==> config.mk <==
export PLATFORM = sky130hd
export DESIGN_NAME = psram_mode_config_power_ctrl
export DESIGN_NICKNAME = d
export VERILOG_FILES = /design/src/rtl/psram_mode_pkg.sv /design/src/rtl/burst_addr_walker.sv /design/src/rtl/psram_mode_config_power_ctrl.sv
export VERILOG_INCLUDE_DIRS = /design/src /design/src/rtl
export SDC_FILE = /design/constraint.sdc
export NUM_CORES = 1
export LEC_CHECK = 0
export BUFFER_PORTS_ARGS = -buffer_cell sky130_fd_sc_hd__buf_2
export CAP_MARGIN = 30
export CORE_MARGIN = 2
export CORE_UTILIZATION = 58
export CTS_BUF_LIST = sky130_fd_sc_hd__clkbuf_8
export CTS_CLUSTER_DIAMETER = 150
export CTS_CLUSTER_SIZE = 24
export DETAILED_ROUTE_END_ITERATION = 10
export PLACE_DENSITY = 0.86
export SKIP_LAST_GASP = 1
export SYNTH_ARGS = -nofsm -noshare
export SYNTH_HDL_FRONTEND = slang
export SYNTH_SLANG_ARGS = --single-unit
==> constraint.sdc <==
create_clock -name ref_clk -period 4.25 [get_ports ref_clk]
set_input_delay 0.2125 -clock ref_clk [delete_from_list [all_inputs] [get_ports ref_clk]]
set_output_delay 0.2125 -clock ref_clk [all_outputs]
set_load 0.01 [all_outputs]
==> src/rtl/psram_mode_consts.svh <==
// named offsets, codes, field positions and reset values of the mode block
`ifndef PSRAM_MODE_CONSTS_SVH
`define PSRAM_MODE_CONSTS_SVH
`define LRC_RESET 8'h40
`define BWC_RESET 8'h05
`define MA_REFRESH_STATUS 8'h03
`define MA_LRC 8'h04
`define MA_POWER 8'h06
`define MA_BWC 8'h08
`define CMD_REG_WRITE 8'hc0
`define CMD_REG_READ 8'h40
`define PWR_SLEEP_CODE 8'hf0
`define PWR_DPD_CODE 8'hc0
`define IDX_INST 6'h00
`define IDX_MA 6'h05
`define IDX_WR_DATA 6'h08
`define IDX_RD_BASE 6'h06
`define IDX_MAX 6'h3f
`define RATE_HALF 2'b01
`define RATE_NORMAL 2'b00
`define RATE_QUAD 2'b10
`define WLC_HI 7
`define WLC_LO 5
`define RFREQ_HI 4
`define RFREQ_LO 3
`define PARTIAL_ARRAY_REFRESH_HI 2
`define PARTIAL_ARRAY_REFRESH_LO 0
`define PARTIAL_ARRAY_REFRESH_NONE 3'h4
`define BWC_TOP 7
`define BWC_X16 6
`define BWC_RBX 3
`define BWC_HYB 2
`define BL_HI 1
`define BL_LO 0
`define RS_RBX 7
`define RS_RATE_HI 5
`define RS_RATE_LO 4
`define PAGE_MASK_X8 11'h7ff
`define PAGE_MASK_X16 11'h3ff
`define WRAP_MASK_16 11'h00f
`define WRAP_MASK_32 11'h01f
`define WRAP_MASK_64 11'h03f
`define ROW_ALL 14'h3fff
`endif

==> src/rtl/psram_mode_pkg.sv <==
// types shared by the mode and power block and its burst address walker
package psram_mode_pkg;
  typedef enum logic [1:0] {
    PW_ACTIVE = 2'b00,
    PW_SLEEP = 2'b01,
    PW_WAKE = 2'b11,
    PW_DPD = 2'b10
  } power_state_t;

  typedef struct packed {
    logic x16;
    logic hybrid;
    logic [1:0] blen;
    logic linear;
    logic is_read;
    logic rbx_en;
  } burst_cfg_t;

  typedef struct packed {
    logic none;
    logic [13:0] lo_row;
    logic [13:0] hi_row;
  } refresh_window_t;
endpackage

==> src/rtl/burst_addr_walker.sv <==
// burst column and row walker: wrap, hybrid wrap, linear and row crossing
`timescale 1ns/100ps
`include "psram_mode_consts.svh"
module burst_addr_walker
  import psram_mode_pkg::*;
(
  input wire logic clk,
  input wire logic rst_n,
  input wire logic load,
  input wire logic step,
  input wire logic [13:0] start_row,
  input wire logic [10:0] start_col,
  input wire burst_cfg_t cfg,
  output logic [13:0] row_q,
  output logic [10:0] col_q
);
  logic [10:0] cnt_q;
  logic hyb_done_q;
  logic [10:0] pm;
  logic [10:0] wm;
  logic [10:0] col_inc;

  function automatic logic [10:0] page_mask(input logic x16);
    page_mask = x16 ? `PAGE_MASK_X16 : `PAGE_MASK_X8;
  endfunction

  // a linear command behaves as a full-page length whatever is programmed
  function automatic logic [10:0] wrap_mask(input burst_cfg_t c);
    if (c.linear)
      wrap_mask = page_mask(c.x16);
    else
      case (c.blen)
        2'b00: wrap_mask = `WRAP_MASK_16;
        2'b01: wrap_mask = `WRAP_MASK_32;
        2'b10: wrap_mask = `WRAP_MASK_64;
        default: wrap_mask = page_mask(c.x16);
      endcase
  endfunction

  assign pm = page_mask(cfg.x16);
  assign wm = wrap_mask(cfg);
  assign col_inc = 11'(col_q + 11'h001);

  // address walk, one unit per step
  always_ff @(posedge clk or negedge rst_n) begin
    if (!rst_n) begin
      row_q <= 14'h0000;
      col_q <= 11'h000;
      cnt_q <= 11'h000;
      hyb_done_q <= 1'b0;
    end else if (load) begin
      row_q <= start_row;
      col_q <= start_col & pm;
      cnt_q <= 11'h000;
      hyb_done_q <= 1'b0;
    end else if (step) begin
      if (cfg.linear || (cfg.hybrid && hyb_done_q)) begin
        if (col_q == pm) begin
          col_q <= 11'h000;
          // only linear reads may cross rows; writes stay in page
          if (cfg.linear && cfg.is_read && cfg.rbx_en)
            row_q <= 14'(row_q + 14'h0001);
        end else begin
          col_q <= col_inc & pm;
        end
      end else if (cfg.hybrid && cnt_q == wm) begin
        // first pass done: leave the wrapped block at its far end
        col_q <= 11'((col_q & ~wm) + wm + 11'h001) & pm;
        hyb_done_q <= 1'b1;
      end else begin
        col_q <= (col_q & ~wm) | (col_inc & wm);
        cnt_q <= 11'(cnt_q + 11'h001);
      end
    end
  end
endmodule // burst_addr_walker

==> src/rtl/psram_mode_config_power_ctrl.sv <==
// mode registers, refresh status and low-power control of the octal psram
`timescale 1ns/100ps
`include "psram_mode_consts.svh"
module psram_mode_config_power_ctrl
  import psram_mode_pkg::*;
#(
  parameter int RD_LAT = 5,
  parameter bit ROW_CROSS_SUPPORTED = 1'b1
) (
  input wire logic ref_clk,
  input wire logic resetn,
  input wire logic ce_n,
  input wire logic sclk,
  input wire logic [7:0] dq_in,
  output logic [7:0] dq_out,
  output logic dq_oe,
  output logic dqs_out,
  output logic dqs_oe,
  input wire logic temp_allow_normal,
  input wire logic temp_allow_half,
  input wire logic burst_load,
  input wire logic burst_step,
  input wire logic burst_linear,
  input wire logic burst_is_read,
  input wire logic [13:0] start_row,
  input wire logic [10:0] start_col,
  output logic [13:0] row_addr,
  output logic [10:0] col_addr,
  output logic [2:0] write_latency_cycles,
  output logic x16_mode,
  output refresh_window_t refresh_window,
  output logic [1:0] refresh_rate,
  output power_state_t power_state,
  output logic data_retain
);
  localparam logic [5:0] IDX_RD = 6'(`IDX_RD_BASE + 2 * RD_LAT);

  // the read data phase must fit the frame edge counter
  if (RD_LAT < 3 || RD_LAT > 7) begin : g_bad_lat
    $error("RD_LAT must lie between 3 and 7");
  end

  logic rst_s1_q, rst_n;
  logic ce_s1_q, ce_s2_q, ce_s3_q;
  logic sclk_s1_q, sclk_s2_q, sclk_s3_q;
  logic [7:0] dq_s1_q, dq_s2_q;
  logic link_edge, ce_rise, ce_fall;
  logic [5:0] edge_cnt_q;
  logic frame_ok_q;
  logic [7:0] inst_q, ma_q;
  logic [7:0] lrc_q, bwc_q;
  logic [1:0] rate_q;
  logic arm_sleep_q, arm_dpd_q;
  power_state_t state_q;
  logic reg_wr, rd_start;
  logic [7:0] rd_data;
  logic [2:0] wlc_q;
  refresh_window_t win_q;
  burst_cfg_t bcfg;

  // reset release is synchronised so all flops leave reset together
  always_ff @(posedge ref_clk or negedge resetn) begin
    if (!resetn) begin
      rst_s1_q <= 1'b0;
      rst_n <= 1'b0;
    end else begin
      rst_s1_q <= 1'b1;
      rst_n <= rst_s1_q;
    end
  end

  // pin synchronisers; only stage two and later are looked at
  always_ff @(posedge ref_clk or negedge rst_n) begin
    if (!rst_n) begin
      ce_s1_q <= 1'b1;
      ce_s2_q <= 1'b1;
      ce_s3_q <= 1'b1;
      sclk_s1_q <= 1'b0;
      sclk_s2_q <= 1'b0;
      sclk_s3_q <= 1'b0;
      dq_s1_q <= 8'h00;
      dq_s2_q <= 8'h00;
    end else begin
      ce_s1_q <= ce_n;
      ce_s2_q <= ce_s1_q;
      ce_s3_q <= ce_s2_q;
      sclk_s1_q <= sclk;
      sclk_s2_q <= sclk_s1_q;
      sclk_s3_q <= sclk_s2_q;
      dq_s1_q <= dq_in;
      dq_s2_q <= dq_s1_q;
    end
  end

  // both link clock edges carry a byte (double data rate)
  assign link_edge = !ce_s2_q && (sclk_s2_q != sclk_s3_q);
  assign ce_rise = ce_s2_q && !ce_s3_q;
  assign ce_fall = !ce_s2_q && ce_s3_q;
  assign reg_wr = link_edge && frame_ok_q && edge_cnt_q == `IDX_WR_DATA
    && inst_q == `CMD_REG_WRITE;
  assign rd_start = link_edge && frame_ok_q && edge_cnt_q == IDX_RD
    && inst_q == `CMD_REG_READ;

  // frame tracking; frames that start outside active state are not decoded
  always_ff @(posedge ref_clk or negedge rst_n) begin
    if (!rst_n) begin
      edge_cnt_q <= 6'h00;
      frame_ok_q <= 1'b0;
      inst_q <= 8'h00;
      ma_q <= 8'h00;
    end else begin
      if (ce_s2_q) begin
        edge_cnt_q <= 6'h00;
        frame_ok_q <= 1'b0;
      end else if (link_edge && edge_cnt_q != `IDX_MAX) begin
        edge_cnt_q <= 6'(edge_cnt_q + 6'h01);
      end
      if (ce_fall)
        frame_ok_q <= (state_q == PW_ACTIVE);
      if (link_edge && edge_cnt_q == `IDX_INST)
        inst_q <= dq_s2_q;
      if (link_edge && edge_cnt_q == `IDX_MA)
        ma_q <= dq_s2_q;
    end
  end

  // writable mode registers; power-down exit restores both defaults
  always_ff @(posedge ref_clk or negedge rst_n) begin
    if (!rst_n) begin
      lrc_q <= `LRC_RESET;
      bwc_q <= `BWC_RESET;
    end else if (state_q == PW_DPD && ce_fall) begin
      lrc_q <= `LRC_RESET;
      bwc_q <= `BWC_RESET;
    end else if (reg_wr) begin
      if (ma_q == `MA_LRC)
        lrc_q <= dq_s2_q;
      if (ma_q == `MA_BWC) begin
        bwc_q <= dq_s2_q;
        bwc_q[`BWC_TOP] <= 1'b0;
      end
    end
  end

  // power command arms an entry that the closing chip-select edge starts
  always_ff @(posedge ref_clk or negedge rst_n) begin
    if (!rst_n) begin
      arm_sleep_q <= 1'b0;
      arm_dpd_q <= 1'b0;
    end else if (reg_wr && ma_q == `MA_POWER) begin
      arm_sleep_q <= (dq_s2_q == `PWR_SLEEP_CODE);
      arm_dpd_q <= (dq_s2_q == `PWR_DPD_CODE);
    end else if (ce_rise) begin
      arm_sleep_q <= 1'b0;
      arm_dpd_q <= 1'b0;
    end
  end

  // power states; wake holds off decoding until chip select is high again
  always_ff @(posedge ref_clk or negedge rst_n) begin
    if (!rst_n) begin
      state_q <= PW_ACTIVE;
    end else begin
      case (state_q)
        PW_ACTIVE: begin
          if (ce_rise && arm_sleep_q)
            state_q <= PW_SLEEP;
          else if (ce_rise && arm_dpd_q)
            state_q <= PW_DPD;
        end
        PW_SLEEP: begin
          if (ce_fall)
            state_q <= PW_WAKE;
        end
        PW_DPD: begin
          if (ce_fall)
            state_q <= PW_WAKE;
        end
        PW_WAKE: begin
          if (ce_rise)
            state_q <= PW_ACTIVE;
        end
        default: state_q <= PW_ACTIVE;
      endcase
    end
  end

  // decode of the latency code; reserved codes report zero
  function automatic logic [2:0] wl_decode(input logic [2:0] code);
    case (code)
      3'h0: wl_decode = 3'h3;
      3'h4: wl_decode = 3'h4;
      3'h2: wl_decode = 3'h5;
      3'h6: wl_decode = 3'h6;
      3'h1: wl_decode = 3'h7;
      default: wl_decode = 3'h0;
    endcase
  endfunction

  // partition bounds in rows; a column bit never splits a partition
  function automatic refresh_window_t partial_array_refresh_window(input logic [2:0] code);
    logic [13:0] span;
    span = `ROW_ALL >> code[1:0];
    partial_array_refresh_window.none = (code == `PARTIAL_ARRAY_REFRESH_NONE);
    if (code[2] && code[1:0] != 2'b00) begin
      partial_array_refresh_window.lo_row = ~span; // top partitions
      partial_array_refresh_window.hi_row = `ROW_ALL;
    end else begin
      partial_array_refresh_window.lo_row = 14'h0000;
      partial_array_refresh_window.hi_row = span;
    end
  endfunction

  // refresh rate follows the setting, held back by temperature
  always_ff @(posedge ref_clk or negedge rst_n) begin
    if (!rst_n) begin
      rate_q <= `RATE_QUAD;
    end else if (!lrc_q[`RFREQ_LO]) begin
      rate_q <= `RATE_QUAD;
    end else if (lrc_q[`RFREQ_HI] && temp_allow_half) begin
      rate_q <= `RATE_HALF;
    end else if (temp_allow_normal) begin
      rate_q <= `RATE_NORMAL;
    end else begin
      rate_q <= `RATE_QUAD;
    end
  end

  // decoded settings are registered for the array side
  always_ff @(posedge ref_clk or negedge rst_n) begin
    if (!rst_n) begin
      wlc_q <= 3'h0;
      win_q <= '0;
    end else begin
      wlc_q <= wl_decode(lrc_q[`WLC_HI:`WLC_LO]);
      win_q <= partial_array_refresh_window(lrc_q[`PARTIAL_ARRAY_REFRESH_HI:`PARTIAL_ARRAY_REFRESH_LO]);
    end
  end

  // read mux; the power command register reads as zero
  always_comb begin
    rd_data = 8'h00;
    case (ma_q)
      `MA_REFRESH_STATUS: begin
        rd_data[`RS_RBX] = ROW_CROSS_SUPPORTED;
        rd_data[`RS_RATE_HI:`RS_RATE_LO] = rate_q;
      end
      `MA_LRC: rd_data = lrc_q;
      `MA_BWC: rd_data = bwc_q;
      default: rd_data = 8'h00;
    endcase
  end

  // read data drives lanes 7:0 only, strobe toggling each link edge
  always_ff @(posedge ref_clk or negedge rst_n) begin
    if (!rst_n) begin
      dq_out <= 8'h00;
      dq_oe <= 1'b0;
      dqs_out <= 1'b0;
      dqs_oe <= 1'b0;
    end else if (ce_s2_q) begin
      dq_oe <= 1'b0;
      dqs_oe <= 1'b0;
      dqs_out <= 1'b0;
    end else if (rd_start) begin
      dq_out <= rd_data;
      dq_oe <= 1'b1;
      dqs_oe <= 1'b1;
      dqs_out <= 1'b1;
    end else if (link_edge && dq_oe) begin
      dqs_out <= ~dqs_out;
    end
  end

  assign bcfg.x16 = bwc_q[`BWC_X16];
  assign bcfg.hybrid = bwc_q[`BWC_HYB];
  assign bcfg.blen = bwc_q[`BL_HI:`BL_LO];
  assign bcfg.linear = burst_linear;
  assign bcfg.is_read = burst_is_read;
  assign bcfg.rbx_en = bwc_q[`BWC_RBX] & ROW_CROSS_SUPPORTED;

  burst_addr_walker u_walker (
    .clk(ref_clk),
    .rst_n(rst_n),
    .load(burst_load),
    .step(burst_step),
    .start_row(start_row),
    .start_col(start_col),
    .cfg(bcfg),
    .row_q(row_addr),
    .col_q(col_addr)
  );

  assign write_latency_cycles = wlc_q;
  assign x16_mode = bwc_q[`BWC_X16];
  assign refresh_window = win_q;
  assign refresh_rate = rate_q;
  assign power_state = state_q;
  assign data_retain = (state_q != PW_DPD);
endmodule // psram_mode_config_power_ctrl

Word level (Yosys, flattened, before mapping)

Cells that the tools add are included.

Register bits: 148
Bits of input ports: 43
Output and inout port bits: 74
Logic and storage cells: 183

Add/subtract/negate cells: 6
Equality and inequality tests: 31
Shift-type cells: 1
Mux-type cells: 53
Bitwise operators: 10
Reductions and logical operators: 51

Operators by type and width:

| cell                                                                  | number |
|---|---|
| 11-bit two-way mux                                                    | 11 |
| 14-bit two-way mux                                                    | 5 |
| 11-bit AND                                                            | 5 |
| 8-bit two-way mux                                                     | 6 |
| 11-bit by 1-bit adder with 11-bit output, second input constant       | 3 |
| 11-bit one-hot mux with 3 select lines                                | 1 |
| 28-bit two-way mux                                                    | 1 |
| 2-bit nonzero test                                                    | 13 |
| 8-bit equality test, second input constant                            | 3 |
| 11-bit equality test                                                  | 2 |
| 1-bit logical AND                                                     | 22 |
| 8-bit by 3-bit equality test with 1-bit output, second input constant | 2 |
| 3-bit one-hot mux with 5 select lines                                 | 1 |
| 14-bit by 1-bit adder with 14-bit output, second input constant       | 1 |
| 1-bit two-way mux                                                     | 14 |
| 2-bit two-way mux                                                     | 7 |
| 14-bit NOT                                                            | 1 |
| 14-bit by 2-bit right shift with 14-bit output, first input constant  | 1 |
| 6-bit two-way mux                                                     | 2 |
| 2-bit one-hot mux with 3 select lines                                 | 2 |
| 11-bit adder                                                          | 1 |
| 11-bit NOT                                                            | 1 |
| 11-bit bitwise OR                                                     | 1 |
| 3-bit equality test, second input constant                            | 3 |
| 30 further kinds                                                      | 43 |

Longest topological paths before layout

Word-level depth: 12
Gate-level depth with buffers: 10
Mapped depth without buffers: 9

Hierarchy

Synthesis repeated with hierarchy kept, for this count alone.

Cells, all modules: 613
Area total of the unflattened synthesis: 6456.2 sq um

By module, submodules not included:

| module                       | instances | cells each | area each (sq um) | sequential area each (sq um) |
|---|---|---|---|---|
| psram_mode_config_power_ctrl | 1         | 304        | 3823.7            | 2235.9 |
| burst_addr_walker            | 1         | 309        | 2632.5            | 925.9 |

Worst setup path after synthesis

No wires, ideal clock.

Kind: register to register
From: register bwc_q[1]
To: register (tool-made name)
Library setup time: 0.064 ns
Arrival time: 2.185 ns
Data required time: 4.186 ns
Path slack: 2.001 ns
Cell stages (with the launch flop): 10
Path buffers: 1
Period minus slack after synthesis: 2.249 ns
Cells stage by stage: dfrtp_1 -> clkbuf_1 -> or3_1 -> ha_1 -> inv_1 -> a21o_1 -> a221oi_1 -> or4_4 -> a221oi_2 -> or3_1

RTL lines:

| item                     | line                                | source |
|---|---|---|
| start: declaration       | psram_mode_config_power_ctrl.sv:51  | `logic [7:0] lrc_q, bwc_q;` |
| start signal: assignment | psram_mode_config_power_ctrl.sv:131 | `` bwc_q <= `BWC_RESET; `` |
| start signal: assignment | psram_mode_config_power_ctrl.sv:134 | `` bwc_q <= `BWC_RESET; `` |
| start signal: assignment | psram_mode_config_power_ctrl.sv:139 | `bwc_q <= dq_s2_q;` |

==> impl_metrics.env <==
export IMPL_insertion_delay_ps=450
export IMPL_worstPathArrival_ps=2950
export IMPL_tightest_slew_ps=1032
export IMPL_synthCells=614
export IMPL_critPathRequiredTime_ps=4580
export IMPL_outcome="finished, final reports clean"
export IMPL_fmax_mhz=381.1
export IMPL_synth_fa_ha_area_frac=0.02165
export IMPL_cts_tree="done"
export IMPL_hold_path_class="in -> reg"
export IMPL_wl_per_cell_microns=17.84
export IMPL_post_cts_buffers=0
export IMPL_grt_ovfl_total=0
export IMPL_period_needed_ps=2624
export IMPL_ant_nets=0
export IMPL_cp_max_fo=15
export IMPL_multi_input_area_sq_um=2838
export IMPL_p_per_area_nw_per_um2=373.1
export IMPL_end_kind="flop"
export IMPL_final_util=0.6939
export IMPL_synth_simple_area_share=0.1861
export IMPL_yosysMostFrequentCell="dfrtp_1"
export IMPL_synth_cell_area_sq_um=6359
export IMPL_vias_per_cell=5.861
export IMPL_maxCapViolations=0
export IMPL_area_sequential_sq_um=3166
export IMPL_final_layout_size_suffix_gt1_frac=0.2483
export IMPL_die_area_sq_um=11820
export IMPL_fp_dieH_microns=108.7
export IMPL_gp_congestion=0.9129
export IMPL_yosysUniqueCellTypes=72
export IMPL_h_tree_depth=4
export IMPL_row_count=38
export IMPL_drt_iter0_drc=361
export IMPL_finClkSkew_ps=8.727
export IMPL_yosysTopAreaCellShare=0.4683
export IMPL_drc=0
export IMPL_async_reset_ff_frac=1.000
export IMPL_cts_sinks=126
export IMPL_die_x_microns=108.7
export IMPL_slew_viol_final=0
export IMPL_peakVddDrop_v=0.0004804
export IMPL_yosysWarnings=0
export IMPL_synth_flop_cell="dfrtp_1"
export IMPL_dr_pass1_iters=6
export IMPL_n_antenna_cell=0
export IMPL_synthMuxAreaShare=0.06198
export IMPL_nFillCells=784
export IMPL_areaGrowthSynthToFinish_pct=17.26
export IMPL_critical_path_class="reg -> reg"
export IMPL_ys_seq_area_frac=0.4972
export IMPL_io_pins=117
export IMPL_hold_viol_final=0
export IMPL_cts_clk_slew_worst_paths_ps=80
export IMPL_finalCritPeriodShare=0.6173
export IMPL_synth_edff_count=0
export IMPL_cts_buffer_depth=2
export IMPL_start_util=0.5918
export IMPL_grt_util_all_layers=0.2828
export IMPL_synth_seq_cells=126
export IMPL_setup_tns_ps=0
export IMPL_cts_buffers=17
export IMPL_grt_pass1_vias=5234
export IMPL_synth_largest_area_cell="dfrtp_1"
export IMPL_cts_root_buffer_cell="clkbuf_8"
export IMPL_slew_headroom=0.3122
export IMPL_avgSynthCellArea_sq_um=10.36
export IMPL_synth_top_family_by_area="simple AND/OR/NAND/NOR gates"
export IMPL_antenna_found_initial=0
export IMPL_via_count=5187
export IMPL_dp_hpwl_microns=10520
export IMPL_grt_max_degree=66
export IMPL_grt_pass1_wl_microns=25480
export IMPL_setup_viol=0
export IMPL_worst_hold_slack_ps=18.40
export IMPL_netlist_top_cells_count="119 x dfrtp_1, 59 x nor2_1, 57 x nand2_1, 34 x o21ai_0, 25 x xnor2_1"
export IMPL_ys_top_cells_by_area="dfrtp_1 47%, nor2_1 3.5%, xnor2_1 3.4%"
export IMPL_drt_total_wl_microns=15790
export IMPL_fin_nets=786
export IMPL_start_kind="flop"
export IMPL_synth_xor_area_frac=0.05234
export IMPL_p_leak_nw=3.485
export IMPL_rsz0062_at_grt="no"
export IMPL_core_area_sq_um=10750
export IMPL_synth_compound_area_frac=0.1165
export IMPL_port_buffer_count=105
==> registers in the layout, indices dropped and copies added (netlist names), 2 cells and up, named ones only <==
name and flops:
bwc_q 7, dq_out 8, edge_cnt_q 6, inst_q 8, dq_s1_q 8, u_walker.cnt_q 11, ma_q 8, refresh_rate 2
power_state 2, write_latency_cycles 3, u_walker.col_q 4, lrc_q 8, refresh_window 8, u_walker.row_q 14, dq_s2_q 8
==> critical path, cell delays in order (launching register included) <==
cell and delay, ps:
dfrtp_1 570, nor3_2 400, xor2_1 320, o211a_1 500, o31ai_1 180, and3_1 200
or3_1 330
==> worst paths after layout <==
check	cells after the start	end	from	slack, ps
max in group asynchronous	1	refresh_rate[1]	rst_n	2860
worst min-delay path	3	u_walker.row_q[8]	start_row[8]	20
worst max-delay path	6	flop	bwc_q[1]	1630
worst min register to register	0	dq_s2_q[5]	dq_s1_q[5]	350
min in group asynchronous	2	rst_n	resetn	70
worst max register to register	6	flop	bwc_q[1]	1630
==> cell usage in the layout (no fill, tap or decap), types with 5 or more instances in the layout <==
cell type,Yosys,final
dlygate4sd3_1,0,27
nor4_1,6,6
clkbuf_8,3,19
nand4_1,12,12
nand3_1,22,22
dfrtp_1,119,118
ha_1,11,11
a22oi_1,8,8
a31oi_1,7,7
buf_2,2,105
xnor2_1,25,25
inv_1,17,18
mux2i_1,18,18
o21ai_0,34,34
and2_1,7,7
dfstp_2,7,7
a21o_1,5,5
xor2_1,13,13
conb_1,2,13
a21oi_1,9,9
nor2_1,59,59
nor3_1,15,15
mux2_2,19,19
nor2b_1,7,7
and3_1,9,9
nand2_1,57,57
==> power by group <==
group	internal, mW	switching [mW]	total, mW
clock network	0.553	0.502	1.06
registers	1.28	0.104	1.39
logic	0.158	0.181	0.339
==> routing by layer <==
metal | track usage | routed length, microns | up-vias
met5 | 0 | 0 | -
met4 | 0.1410 | 497 | 0
met3 | 0.06754 | 950 | 45
met2 | 0.4911 | 8293 | 221
met1 | 0.3271 | 6047 | 2536
li1 | - | - | 2385
==> logic make-up after synthesis <==
kind of cell	Yosys count
buffers and inverters	64
DFF	126
AOI/OAI and AO/OA	106
muxes	37
and+or+nand+nor	230
other	2
adders and majority gates	11
xor gates and xnor gates	38
==> per-stage QoR <==
step / instance area (sq um) / worst slack, ps / power [mW] / instances
3_3_place_gp: 6787 / 1674 / 1.704 / 826
2_1_floorplan: 6400 / 491.9 / 1.617 / 625
4_1_cts: 7456 / 1678 / 2.781 / 885
6_report: 7456 / 1626 / 2.782 / 885
3_5_place_dp: 6787 / 1638 / 1.723 / 826
5_1_grt: 7456 / 1481 / 2.904 / 885
==> repair_timing <==
action | in CTS | in global routing
hold buffers | 27 | 0
endpoints found under the hold margin | 28 | 0
resized for setup | 0 | 0
==> final cells by class <==
| type | instances | share of cell area |
|---|---|---|
| clock buffers | 19 | 0.03507 |
| clock inverters | 13 | 0.01846 |
| inverters | 18 | 0.009062 |
| multi-input cells | 435 | 0.3806 |
| flip-flops and latches | 126 | 0.4246 |
| well taps | 140 | 0.02349 |
| repair buffers | 134 | 0.1087 |
No activity file was read; power rests on OpenSTA's default activity.
